`src/logic/mode_handler_defines.svh`:
```
`ifndef MODE_HANDLER_DEFINES_SVH
`define MODE_HANDLER_DEFINES_SVH

// ----------------------------------------
// register byte offsets
// ----------------------------------------
`define OFS_CONFIG 6'h00
`define OFS_STATUS 6'h04
`define OFS_DESC_VEC 6'h08
`define OFS_DESC_SYNC 6'h0c
`define OFS_INFO_VEC 6'h10
`define OFS_INFO_SYNC 6'h14
`define OFS_WORD4_VEC 6'h18
`define OFS_WORD4_SYNC 6'h1c
`define OFS_BUF_VEC0 6'h20
`define OFS_BUF_VEC1 6'h24
`define OFS_BUF_SYNC0 6'h28
`define OFS_BUF_SYNC1 6'h2c
`define OFS_TIMETAG 6'h30
`define OFS_INT_STATUS 6'h34
`define OFS_INT_MASK 6'h38

// ----------------------------------------
// config fields, reset values
// ----------------------------------------
`define CFG_UNDEF_INV 0
`define CFG_TT_EVEN 1
`define CFG_TT_ODD 2
`define CFG_SIMPLE 3
`define CFG_ILL_VEC 4
`define CFG_ILL_SYNC 5
`define CFG_ADDR_LSB 6
`define CFG_ADDR_MSB 10
`define CONFIG_RESET 16'h0000
`define MASK_RESET 4'h0

// ----------------------------------------
// command and status word layout
// ----------------------------------------
`define MC_VECTOR 5'h10
`define MC_SYNC 5'h11
`define BROADCAST_DESCRIPTOR_FLAG_ADDR 5'h1f
`define SUBADDR_MODE_A 5'h00
`define SUBADDR_MODE_B 5'h1f
`define ST_ME 10
`define ST_BCR 4

// ----------------------------------------
// interrupt status bits
// ----------------------------------------
`define INT_WORD_ACC 0
`define INT_BROADCAST 1
`define INT_MSG_ERR 2
`define INT_ILLEGAL 3

`endif

```
`src/logic/mode_handler_pkg.sv`:
```
package mode_handler_pkg;

    // word from the bus decoder
    typedef struct packed {
        logic valid;
        logic is_cmd;
        logic bad;
        logic [15:0] word;
    } rx_word_t;

    // descriptor control word flags
    typedef struct packed {
        logic ping_pong_selector;
        logic broadcast_descriptor_flag;
        logic data_block_accessed_flag;
    } desc_t;

    // message info word flags
    typedef struct packed {
        logic word_count_error_flag;
        logic terminal_to_terminal_flag;
        logic illegal_command_flag;
        logic message_error_flag;
        logic receiving_bus_identifier;
    } info_t;

    // message in progress
    typedef struct packed {
        logic vec;
        logic bc;
        logic tr;
        logic ill;
        logic simple;
        logic bus;
        logic got;
        logic bad;
        logic send_data;
        logic [15:0] data;
    } msg_t;

    typedef enum logic [1:0] {IDLE, COLLECT, SEND_STATUS, SEND_DATA} state_t;

endpackage

```
`src/logic/mode_handler.sv`:
```
// The register addresses and the Avalon-MM slave port were left to the implementer.
`include "mode_handler_defines.svh"
`timescale 1ns/1ns
`default_nettype none

module mode_handler (
    input wire logic CLK,
    input wire logic RST_N,
    input wire logic [5:0] AVS_ADDRESS,
    input wire logic AVS_READ,
    input wire logic AVS_WRITE,
    input wire logic [31:0] AVS_WRITEDATA,
    input wire logic [3:0] AVS_BYTEENABLE,
    output logic [31:0] AVS_READDATA,
    output logic AVS_WAITREQUEST,
    input wire mode_handler_pkg::rx_word_t RX,
    input wire logic RX_END,
    input wire logic RX_BUS,
    input wire logic TT_TICK,
    output logic TX_VALID,
    output logic [15:0] TX_WORD,
    input wire logic TX_READY,
    output logic IRQ
);

    // ----------------------------------------
    // state
    // ----------------------------------------
    mode_handler_pkg::state_t state_q, state_d;
    mode_handler_pkg::msg_t msg_q, msg_d;
    mode_handler_pkg::desc_t desc_q [2];
    mode_handler_pkg::desc_t desc_d [2];
    mode_handler_pkg::info_t info_q [2];
    mode_handler_pkg::info_t info_d [2];
    logic [15:0] cfg_q, cfg_d;
    logic [15:0] word4_q [2];
    logic [15:0] word4_d [2];
    logic [15:0] buf_q [4];
    logic [15:0] buf_d [4];
    logic [15:0] tt_q, tt_d;
    logic me_q, me_d;
    logic bcr_q, bcr_d;
    logic [3:0] ints_q, ints_d;
    logic [3:0] mask_q, mask_d;
    logic [3:0] ev;
    logic irq_q, irq_d;
    logic wait_q, wait_d;
    logic [31:0] rdata_q, rdata_d;
    logic tx_valid_q, tx_valid_d;
    logic [15:0] tx_word_q, tx_word_d;
    logic accept;
    logic [15:0] wmask;
    logic [15:0] rd_word;
    logic [15:0] sw;
    logic [4:0] rt_addr;
    logic hit;
    logic errwc;
    logic idx;

    assign rt_addr = cfg_q[`CFG_ADDR_MSB:`CFG_ADDR_LSB];
    assign wmask = {{8{AVS_BYTEENABLE[1]}}, {8{AVS_BYTEENABLE[0]}}};

    // ----------------------------------------
    // register read mux
    // ----------------------------------------
    // unmapped offsets read as zero
    always_comb begin
        case (AVS_ADDRESS)
            `OFS_CONFIG: rd_word = cfg_q;
            `OFS_STATUS: rd_word = {rt_addr, me_q, 5'h00, bcr_q, 4'h0};
            `OFS_DESC_VEC: rd_word = {13'h0000, desc_q[0]};
            `OFS_DESC_SYNC: rd_word = {13'h0000, desc_q[1]};
            `OFS_INFO_VEC: rd_word = {11'h000, info_q[0]};
            `OFS_INFO_SYNC: rd_word = {11'h000, info_q[1]};
            `OFS_WORD4_VEC: rd_word = word4_q[0];
            `OFS_WORD4_SYNC: rd_word = word4_q[1];
            `OFS_BUF_VEC0: rd_word = buf_q[0];
            `OFS_BUF_VEC1: rd_word = buf_q[1];
            `OFS_BUF_SYNC0: rd_word = buf_q[2];
            `OFS_BUF_SYNC1: rd_word = buf_q[3];
            `OFS_TIMETAG: rd_word = tt_q;
            `OFS_INT_STATUS: rd_word = {12'h000, ints_q};
            `OFS_INT_MASK: rd_word = {12'h000, mask_q};
            default: rd_word = 16'h0000;
        endcase
    end

    // ----------------------------------------
    // next-state logic
    // ----------------------------------------
    // one wait cycle per access, answer on the second
    always_comb begin
        state_d = state_q;
        msg_d = msg_q;
        desc_d = desc_q;
        info_d = info_q;
        cfg_d = cfg_q;
        word4_d = word4_q;
        buf_d = buf_q;
        tt_d = tt_q + {15'h0000, TT_TICK};
        me_d = me_q;
        bcr_d = bcr_q;
        ints_d = ints_q;
        mask_d = mask_q;
        tx_valid_d = tx_valid_q;
        tx_word_d = tx_word_q;
        ev = 4'h0;
        hit = 1'b0;
        errwc = 1'b0;
        idx = msg_q.vec ? 1'b0 : 1'b1;
        sw = 16'h0000;
        wait_d = ~((AVS_READ | AVS_WRITE) & wait_q);
        accept = (AVS_READ | AVS_WRITE) & ~wait_q;
        rdata_d = rdata_q;
        if (!wait_d) begin
            rdata_d = {16'h0000, rd_word};
        end

        // software writes
        if (accept && AVS_WRITE) begin
            case (AVS_ADDRESS)
                `OFS_CONFIG: cfg_d = (cfg_q & ~wmask) | (AVS_WRITEDATA[15:0] & wmask);
                `OFS_WORD4_VEC: word4_d[0] = (word4_q[0] & ~wmask) | (AVS_WRITEDATA[15:0] & wmask);
                `OFS_WORD4_SYNC: word4_d[1] = (word4_q[1] & ~wmask) | (AVS_WRITEDATA[15:0] & wmask);
                `OFS_BUF_VEC0: buf_d[0] = (buf_q[0] & ~wmask) | (AVS_WRITEDATA[15:0] & wmask);
                `OFS_BUF_VEC1: buf_d[1] = (buf_q[1] & ~wmask) | (AVS_WRITEDATA[15:0] & wmask);
                `OFS_BUF_SYNC0: buf_d[2] = (buf_q[2] & ~wmask) | (AVS_WRITEDATA[15:0] & wmask);
                `OFS_BUF_SYNC1: buf_d[3] = (buf_q[3] & ~wmask) | (AVS_WRITEDATA[15:0] & wmask);
                `OFS_INT_MASK: begin
                    if (AVS_BYTEENABLE[0]) begin
                        mask_d = AVS_WRITEDATA[3:0];
                    end
                end
                default: ;
            endcase
        end
        if (accept && AVS_READ && AVS_ADDRESS == `OFS_INT_STATUS) begin
            ints_d = ints_q & ~rdata_q[3:0]; // unread bits stay
        end

        // message sequencer
        case (state_q)
            mode_handler_pkg::IDLE: begin
                if (RX.valid && RX.is_cmd && !RX.bad) begin
                    hit = (RX.word[15:11] == rt_addr || RX.word[15:11] == `BROADCAST_DESCRIPTOR_FLAG_ADDR)
                        && (RX.word[9:5] == `SUBADDR_MODE_A || RX.word[9:5] == `SUBADDR_MODE_B)
                        && (RX.word[4:0] == `MC_VECTOR || RX.word[4:0] == `MC_SYNC);
                    // invalid words never reach here; undefined receive is dropped
                    if (hit && !(!RX.word[10] && cfg_q[`CFG_UNDEF_INV])) begin
                        msg_d.vec = RX.word[4:0] == `MC_VECTOR;
                        msg_d.bc = RX.word[15:11] == `BROADCAST_DESCRIPTOR_FLAG_ADDR;
                        msg_d.tr = RX.word[10];
                        msg_d.ill = (RX.word[4:0] == `MC_VECTOR) ? cfg_q[`CFG_ILL_VEC]
                                                                : cfg_q[`CFG_ILL_SYNC];
                        msg_d.simple = cfg_q[`CFG_SIMPLE]; // held for the message
                        msg_d.bus = RX_BUS;
                        msg_d.got = 1'b0;
                        msg_d.bad = 1'b0;
                        msg_d.send_data = 1'b0;
                        msg_d.data = 16'h0000;
                        state_d = mode_handler_pkg::COLLECT;
                    end
                end
            end
            mode_handler_pkg::COLLECT: begin
                if (RX.valid && RX.is_cmd) begin
                    state_d = mode_handler_pkg::IDLE; // superseded by a new command, no update
                end else if (RX.valid) begin
                    msg_d.got = 1'b1;
                    msg_d.bad = msg_q.bad | RX.bad | msg_q.got;
                    if (!msg_q.vec && msg_q.tr && !msg_q.got && !RX.bad) begin
                        msg_d.data = RX.word;
                        if (msg_q.simple) begin
                            word4_d[1] = RX.word;
                        end else begin
                            buf_d[{1'b1, desc_q[1].ping_pong_selector}] = RX.word;
                        end
                    end
                end else if (RX_END) begin
                    // common update: bus id, clean info, toggle buffer
                    info_d[idx] = '0;
                    info_d[idx].receiving_bus_identifier = msg_q.bus;
                    desc_d[idx].ping_pong_selector = ~desc_q[idx].ping_pong_selector;
                    ev[`INT_WORD_ACC] = 1'b1;
                    errwc = (msg_q.vec || !msg_q.tr) ? msg_q.got : (!msg_q.got || msg_q.bad);
                    if (errwc) begin
                        // unexpected or missing data word
                        me_d = 1'b1;
                        bcr_d = msg_q.bc;
                        desc_d[idx].data_block_accessed_flag = 1'b1;
                        desc_d[idx].broadcast_descriptor_flag = 1'b0;
                        info_d[idx].message_error_flag = 1'b1;
                        info_d[idx].word_count_error_flag = 1'b1;
                        ev[`INT_MSG_ERR] = 1'b1;
                        ev[`INT_BROADCAST] = msg_q.bc;
                    end else if (msg_q.vec && msg_q.tr && msg_q.bc) begin
                        // vector may not be broadcast
                        me_d = 1'b1;
                        bcr_d = 1'b1;
                        desc_d[0].data_block_accessed_flag = 1'b1;
                        desc_d[0].broadcast_descriptor_flag = 1'b1;
                        info_d[0].message_error_flag = 1'b1;
                        ev[`INT_MSG_ERR] = 1'b1;
                        ev[`INT_BROADCAST] = 1'b1;
                    end else if (!msg_q.tr) begin
                        // receive direction, in form or illegal
                        me_d = msg_q.ill;
                        bcr_d = msg_q.bc;
                        desc_d[idx].data_block_accessed_flag = 1'b1;
                        desc_d[idx].broadcast_descriptor_flag = msg_q.bc;
                        info_d[idx].message_error_flag = msg_q.ill;
                        info_d[idx].illegal_command_flag = msg_q.ill;
                        ev[`INT_ILLEGAL] = msg_q.ill;
                        ev[`INT_BROADCAST] = msg_q.bc;
                        msg_d.send_data = 1'b0;
                        hit = !msg_q.bc;
                    end else if (msg_q.vec) begin
                        me_d = 1'b0;
                        bcr_d = 1'b0;
                        desc_d[0].data_block_accessed_flag = 1'b0;
                        desc_d[0].broadcast_descriptor_flag = 1'b0;
                        msg_d.send_data = 1'b1;
                        msg_d.data = msg_q.simple ? word4_q[0]
                                                  : buf_q[{1'b0, desc_q[0].ping_pong_selector}];
                        hit = 1'b1;
                    end else begin
                        me_d = 1'b0;
                        bcr_d = msg_q.bc;
                        desc_d[1].data_block_accessed_flag = 1'b0;
                        desc_d[1].broadcast_descriptor_flag = 1'b0;
                        msg_d.send_data = 1'b0;
                        hit = !msg_q.bc;
                        // loaded here, on the same edge that raises TX_VALID for the status word; a broadcast loads it with no status word sent
                        if ((cfg_q[`CFG_TT_EVEN] && !msg_q.data[0])
                            || (cfg_q[`CFG_TT_ODD] && msg_q.data[0])) begin
                            tt_d = msg_q.data;
                        end
                    end
                    sw[15:11] = rt_addr;
                    sw[`ST_ME] = me_d;
                    sw[`ST_BCR] = bcr_d;
                    if (hit && !errwc) begin
                        tx_valid_d = 1'b1;
                        tx_word_d = sw;
                        state_d = mode_handler_pkg::SEND_STATUS;
                    end else begin
                        state_d = mode_handler_pkg::IDLE;
                    end
                end
            end
            mode_handler_pkg::SEND_STATUS: begin
                if (TX_READY) begin
                    if (msg_q.send_data) begin
                        tx_word_d = msg_q.data;
                        state_d = mode_handler_pkg::SEND_DATA;
                    end else begin
                        tx_valid_d = 1'b0;
                        state_d = mode_handler_pkg::IDLE;
                    end
                end
            end
            mode_handler_pkg::SEND_DATA: begin
                if (TX_READY) begin
                    tx_valid_d = 1'b0;
                    state_d = mode_handler_pkg::IDLE;
                end
            end
            default: state_d = mode_handler_pkg::IDLE;
        endcase

        // a new event wins over a read clear
        ints_d = ints_d | ev;
        irq_d = |(ints_d & mask_d);
    end

    // ----------------------------------------
    // registers
    // ----------------------------------------
    always_ff @(posedge CLK or negedge RST_N) begin
        if (!RST_N) begin
            state_q <= mode_handler_pkg::IDLE;
            msg_q <= '0;
            cfg_q <= `CONFIG_RESET;
            tt_q <= 16'h0000;
            me_q <= 1'b0;
            bcr_q <= 1'b0;
            ints_q <= 4'h0;
            mask_q <= `MASK_RESET;
            irq_q <= 1'b0;
            wait_q <= 1'b1;
            rdata_q <= 32'h0000_0000;
            tx_valid_q <= 1'b0;
            tx_word_q <= 16'h0000;
            for (int i = 0; i < 2; i++) begin
                desc_q[i] <= '0;
                info_q[i] <= '0;
                word4_q[i] <= 16'h0000;
            end
            for (int i = 0; i < 4; i++) begin
                buf_q[i] <= 16'h0000;
            end
        end else begin
            state_q <= state_d;
            msg_q <= msg_d;
            cfg_q <= cfg_d;
            tt_q <= tt_d;
            me_q <= me_d;
            bcr_q <= bcr_d;
            ints_q <= ints_d;
            mask_q <= mask_d;
            irq_q <= irq_d;
            wait_q <= wait_d;
            rdata_q <= rdata_d;
            tx_valid_q <= tx_valid_d;
            tx_word_q <= tx_word_d;
            desc_q <= desc_d;
            info_q <= info_d;
            word4_q <= word4_d;
            buf_q <= buf_d;
        end
    end

    assign AVS_READDATA = rdata_q;
    assign AVS_WAITREQUEST = wait_q;
    assign TX_VALID = tx_valid_q;
    assign TX_WORD = tx_word_q;
    assign IRQ = irq_q;

endmodule // mode_handler

`default_nettype wire

```
`config.mk`:
```
export PLATFORM = sky130hd
export DESIGN_NAME = mode_handler
export DESIGN_NICKNAME = d
export VERILOG_FILES = /design/src/logic/mode_handler_pkg.sv /design/src/logic/mode_handler.sv
export VERILOG_INCLUDE_DIRS = /design/src /design/src/logic
export SDC_FILE = /design/constraint.sdc
export NUM_CORES = 1
export LEC_CHECK = 0
export ABC_AREA = 1
export BUFFER_PORTS_ARGS = -buffer_cell sky130_fd_sc_hd__buf_2
export CORE_MARGIN = 5
export CORE_UTILIZATION = 25
export DETAILED_ROUTE_END_ITERATION = 16
export MAX_ROUTING_LAYER = met4
export PLACE_DENSITY = 0.45
export SYNTH_ARGS = -nofsm -noshare
export SYNTH_HDL_FRONTEND = slang
export SYNTH_SLANG_ARGS = --single-unit
```
`constraint.sdc`:
```
create_clock -name CLK -period 2.15 [get_ports CLK]
set_input_delay 0.3225 -clock CLK [delete_from_list [all_inputs] [get_ports CLK]]
set_output_delay 0.3225 -clock CLK [all_outputs]
set_load 0.02 [all_outputs]
```
==> results of run 1 <==
-- per-stage QoR --
step	std cells	total power, mW	hold slack [ns]	utilization, %
after detailed placement	2213	7.929	0.3288	28.53
after global routing	2260	13.50	0.06334	30.69
after CTS	2258	12.92	0.02145	30.64
final	2260	12.81	0.05202	30.69
after global placement	2213	7.910	0.3305	28.53
after floorplan	1521	6.828	0.02691	-
-- timing repair --
item / CTS / global route
hold buffers: 1 / 0
gates resized for setup: 0 / 2
endpoints found under the hold margin: 57 / 0
setup buffers: 0 / 2
setup endpoints to repair: 0 / 21
-- layout by cell type, fill, tap and decap left out, drive strengths merged, types with 9 or more instances in the layout --
cell type  netlist  final
dfrtp          215    215
o21ai          188    188
o22ai           50     50
nor3            11     11
a21oi           74     74
nand4           18     18
a31oi            9      9
clkbuf          27     33
conb             1     16
a22oi           12     12
nor2           156    156
inv            159    159
nand2          449    449
nand3           55     55
buf             43    164
xor2            10     10
-- power groups by stage --
stage / registers [mW] / clock network (mW) / logic (mW)
floorplan: 5.18 / 0 / 1.65
global placement: 5.17 / 0 / 2.74
detailed placement: 5.17 / 0 / 2.76
CTS: 5.11 / 5.05 / 2.77
global route: 5.18 / 5.20 / 3.12
finish: 5.10 / 4.92 / 2.79
-- area by class of cell --
cell class | instances | share of cell area, %
Timing Repair Buffer | 165 | 8.410
Inverter | 161 | 4.386
Sequential cell | 216 | 39.08
Tap cell | 600 | 5.426
Clock buffer | 33 | 5.100
Multi-Input combinational cell | 1074 | 35.90
Clock inverter | 11 | 1.700
-- cells by family (layout without fill, tap and decap cells) --
group	after synthesis	after routing	share of synthesized area (%)
and+or+nand+nor	694	694	25.31
xor gates and xnor gates	12	12	0.9296
adders and majority gates	2	2	0.2213
buffers and inverters	231	370	8.809
other	1	16	0.03317
DFF	216	216	47.82
AOI/OAI and AO/OA	350	350	16.88
-- worst min-delay path by stage --
| stage | from | endpoint | slack, ns |
|---|---|---|---|
| after floorplan | RST_N | AVS_READDATA[0] | 0.03 |
| after global placement | RST_N | TX_WORD[13] | 0.33 |
| after detailed placement | RST_N | msg_q[15] | 0.33 |
| after CTS | RX_BUS | msg_q[19] | 0.02 |
| after global routing | RX_BUS | msg_q[19] | 0.06 |
| final | RX_BUS | msg_q[19] | 0.05 |
-- worst max-delay path, cell delays in order (launching register included) --
cell and delay, ns:
dfrtp_1 0.44, nor2_8 0.26, buf_4 0.19, nand2_2 0.06
buf_4 0.16, nor4_4 0.22, buf_4 0.31, nor2_1 0.08
a21oi_1 0.14
-- layer usage --
layer,GRT usage (%),up-vias
met2,25.01,313
li1,-,5171
met1,23.97,5046
met5,-,-
met3,2.841,53
met4,4.190,0
==> impl_results.md, run 1 <==
- Synth top area cells: dfrtp_1 48%, nand2_1 15%, o21ai_0 8.3%
- Power Dens Cells: 926.1 nW/µm²
- Hold path depth: 3
- Post-DP Area: 12860 µm²
- Power share of the sequential group: 39.8%
- Reg area: 5406 µm²
- Initial core utilization: 25.07%
- Max-Slew Margin vs Limit: 61.25%
- Worst Setup End Kind: flop
- Layout Nets: 1713
- Fillcell total: 4890
- Routed Antenna Nets: 0
- Total core area: 45090 µm²
- Leak: 6.812 nW
- Worst setup path category: flop to flop
- TritonCTS clock tree: built
- Final setup fails: 0
- Clock-pin slew on the worst setup and hold paths: 0.06 ns
- Worst Hold Class: primary input to flop
- Count of pins over their slew limit: 0
- GRT Total Usage: 16.82%
- Clock Power Share: 38.4%
- DR WL/cell: 18.42 µm
- Share of post-route cells with drive strength above 1: 14.64%
- DIE WIDTH: 222.7 µm
- ANT cells: 0
- Sequential cell area fraction in the yosys report: 47.82%
- Ys Warns: 0
- Top FF cell, synth: dfrtp_1
- Die area: 49580 µm²
- Maxcap violations: 0
- Drt total wl: 41630 µm
- Pin count of the biggest net entering global routing: 64
- Die height: 222.7 µm
- CTS buffer count: 24
- DP Wirelength: 32010 µm
- Worst setup startpoint: state_q[1]
- Logic gate share of total power: 21.8%
- Unrepaired setup endpoints after global routing: false
- Clk root buf: clkbuf_16
- DR iter-0 viols: 882
- Io pins: 120
- Synth async-reset ratio: 100.0%
- Row cnt: 78
- RR Startpoint: state_q[1]
- Metal2 WL: 18340 µm
- Worst IR drop on VDD: 0.0005044 V
- Most common cell in the netlist: nand2_1
- Reg2reg path depth: 8
- # port buffers: 85
- First-pass GRT wire length: 63510 µm
- Post-synth cell types: 44
- Number of synthesized flops with an enable pin: 0
- Worst setup path end: buf_q[27]
- Synth area leader: dfrtp_1
- GPL Wtd Cong: 0.8910
- DP Worst Slack: 0.03389 ns
- Area delta synth->final: 22.38%
- GRT overflow: 0
- Total number of vias: 10580
- Final instance area: 13840 µm²
- Fmax: 511.7 MHz
- WP data required: 2.60 ns
- Cell internal pwr: 8.687 mW
- Worst EP arrival: 2.41 ns
- Number of global-route vias before repair: 10140
- Status: finished, final reports clean
- Syn Inst Count: 1506
- Wl on met1: 19800 µm
- Worst-margin pin slew: 0.5798 ns
- DRC Markers: 0
- Skew final: 0.008247 ns
- Footprint of the multi-input gates: 4967 µm²
- Min Clock Period, post-route: 1.954 ns
- Post-Syn Area: 11310 µm²
- Initial antenna violation count: 0
- Metal3 WL: 2552 µm
- Htree depth: 1
- Fin crit share: 90.89%
- Switch share: 32.20%
- Synth top cells by count: 441 x nand2_1, 215 x dfrtp_1, 187 x o21ai_0, 148 x nor2_1, 147 x inv_1
- DR pass1 iterations: 5
- Skew-Pair Late Insertion Delay: 0.54 ns
- Vias per cell: 4.683
- Setup total negative slack: 0 ns
- Hold Fails Final Rpt: 0
- CTS Buffer Depth: 3
- Startpoint Class: flop
- Reg-to-reg endpoint: buf_q[27]
- R2R Setup Slk: 0.20 ns
- Top Metal Used: met4
- Worst Path Max Fanout: 16
- Top-area cell type share of the netlist area: 47.59%
- Post-Syn Area per Cell: 7.507 µm²
- Worst setup margin: 0.1958 ns
- #FFs+latches synth: 216
- Net Switching: 4.126 mW
- CTS Sinks: 216
Note: power is estimated with default switching activity, not from simulation.
==> run 2: changes to the inputs <==
--- a/config.mk
+++ b/config.mk
@@ -7,7 +7,7 @@
 export NUM_CORES = 1
 export LEC_CHECK = 0
 export ABC_AREA = 1
-export BUFFER_PORTS_ARGS = -buffer_cell sky130_fd_sc_hd__buf_2
+export BUFFER_PORTS_ARGS = -buffer_cell sky130_fd_sc_hd__clkbuf_2
 export CORE_MARGIN = 5
 export CORE_UTILIZATION = 25
 export DETAILED_ROUTE_END_ITERATION = 16
==> impl_results.md, run 2 (synthesized netlist as in run 1, its figures left out) <==
- CTS buffer count: 26
- Count of pins over their slew limit: 0
- Initial core utilization: 25.07%
- Startpoint Class: flop
- Clk root buf: clkbuf_16
- CP Cell Sequence: inv_2 > nand2_1 > inv_1 > nand2_1 > buf_4 > nor2_1 > o22ai_1 > nor2_1 > a21oi_1
- CTS Buffer Depth: 3
- GRT overflow: 0
- DP Wirelength: 32200 µm
- Leak: 6.760 nW
- DR pass1 iterations: 6
- Area delta synth->final: 21.43%
- WP data required: 2.58 ns
- Setup total negative slack: 0 ns
- Worst Hold Class: primary input to flop
- Worst setup path category: flop to flop
- Worst EP arrival: 2.39 ns
- Die height: 222.7 µm
- Vias per cell: 4.693
- ANT cells: 0
- Routed Antenna Nets: 0
- Number of global-route vias before repair: 10200
- Worst Path Max Fanout: 10
- Worst Setup End Kind: flop
- Max-Slew Margin vs Limit: 57.72%
- First-pass GRT wire length: 64090 µm
- Unrepaired setup endpoints after global routing: false
- CTS Sinks: 216
- Htree depth: 1
- Worst IR drop on VDD: 0.0005083 V
- Crit path largest cell delay: 0.51 ns
- DR WL/cell: 18.52 µm
- Share of post-route cells with drive strength above 1: 14.51%
- PnR Total Power: 12.28 mW
- Post-DP Area: 12850 µm²
- Skew final: 0.01458 ns
- # port buffers: 85
- DIE WIDTH: 222.7 µm
- Most frequent cells in the layout: 441 x nand2_1, 215 x dfrtp_1, 187 x o21ai_0
- Clock-pin slew on the worst setup and hold paths: 0.06 ns
- Hold_ws: 0.01999 ns
- Fmax: 509.6 MHz
- Initial antenna violation count: 0
- Io pins: 120
- Fin crit share: 91.27%
- DRC Markers: 0
- GPL Wtd Cong: 0.8991
- Commonest non-fill, non-tap cell in the layout: nand2_1
- Final instance area: 13730 µm²
- Power Dens Cells: 894.4 nW/µm²
- Total core area: 45090 µm²
- Die area: 49580 µm²
- Pin count of the biggest net entering global routing: 56
- Row cnt: 78
- GRT Total Usage: 16.93%
- Min Clock Period, post-route: 1.962 ns
- Layout Nets: 1713
- Worst-margin pin slew: 0.6319 ns
- TritonCTS clock tree: built
- Skew-Pair Late Insertion Delay: 0.56 ns
- Status: finished, final reports clean
- Drt total wl: 41870 µm
- Total number of vias: 10610
- DR iter-0 viols: 977
- Final setup fails: 0
- Hold Fails Final Rpt: 0
- Maxcap violations: 0
- Worst-path cell with the longest stage delay: nor2_1
## run 2: power by group
group	switching (mW)	internal, mW	leakage [nW]
clock	1.84	2.58	0.422
combinational	1.83	0.908	3.59
sequential	0.477	4.64	2.75
## run 2: cell type report
class,instances,area [µm²]
Clock inverter,9,73.82
Multi-Input combinational cell,1074,4962
Sequential cell,216,5406
Timing Repair Buffer,163,1161
Fill cell,4918,31360
Inverter,161,606.8
Tap cell,600,750.7
Clock buffer,38,767.0
## run 2: repair_timing
item | 4_1_cts | 5_1_grt
setup endpoints to repair | 0 | 17
hold buffers | 1 | 0
resized for setup | 0 | 1
buffers inserted | 0 | 3
hold endpoints to repair | 51 | 0
## run 2: path summary, 6_finish.rpt
path,start,end,slack [ns],depth (start not counted)
max,AVS_WAITREQUEST,buf_q[18],0.19,9
min,RX_BUS,msg_q[19],0.02,3
max reg2reg,AVS_WAITREQUEST,buf_q[18],0.19,9
min reg2reg,TX_WORD[3],TX_WORD[3],0.48,2
max in group asynchronous,RST_N,AVS_WAITREQUEST,1.16,3
min in group asynchronous,RST_N,AVS_READDATA[12],0.29,2
## run 2: worst max-delay path: cells and delay by family, from the launching register on
family | cells | cell delay [ns]
AO/OA/AOI/OAI | 2 | 0.19
buffers and inverters | 3 | 0.35
flip-flops | 1 | 0.38
AND/OR/NAND/NOR | 4 | 0.92
## run 2: through the flow
step	utilization [%]	std cells	setup WS [ns]
final	30.45	2261	0.1877
after global routing	30.45	2261	0.04907
after CTS	30.39	2258	0.02408
after detailed placement	28.50	2210	0.04916
after global placement	28.50	2210	0.07877
after floorplan	-	1521	0.4228
## run 2: metal layers
layer	vias up	GRT usage, %	part of all wire, %
li1	5160	-	-
met1	5089	24.61	48
met2	314	24.77	44
met3	49	2.510	6.5
met4	0	4.328	2.2
met5	-	-	0
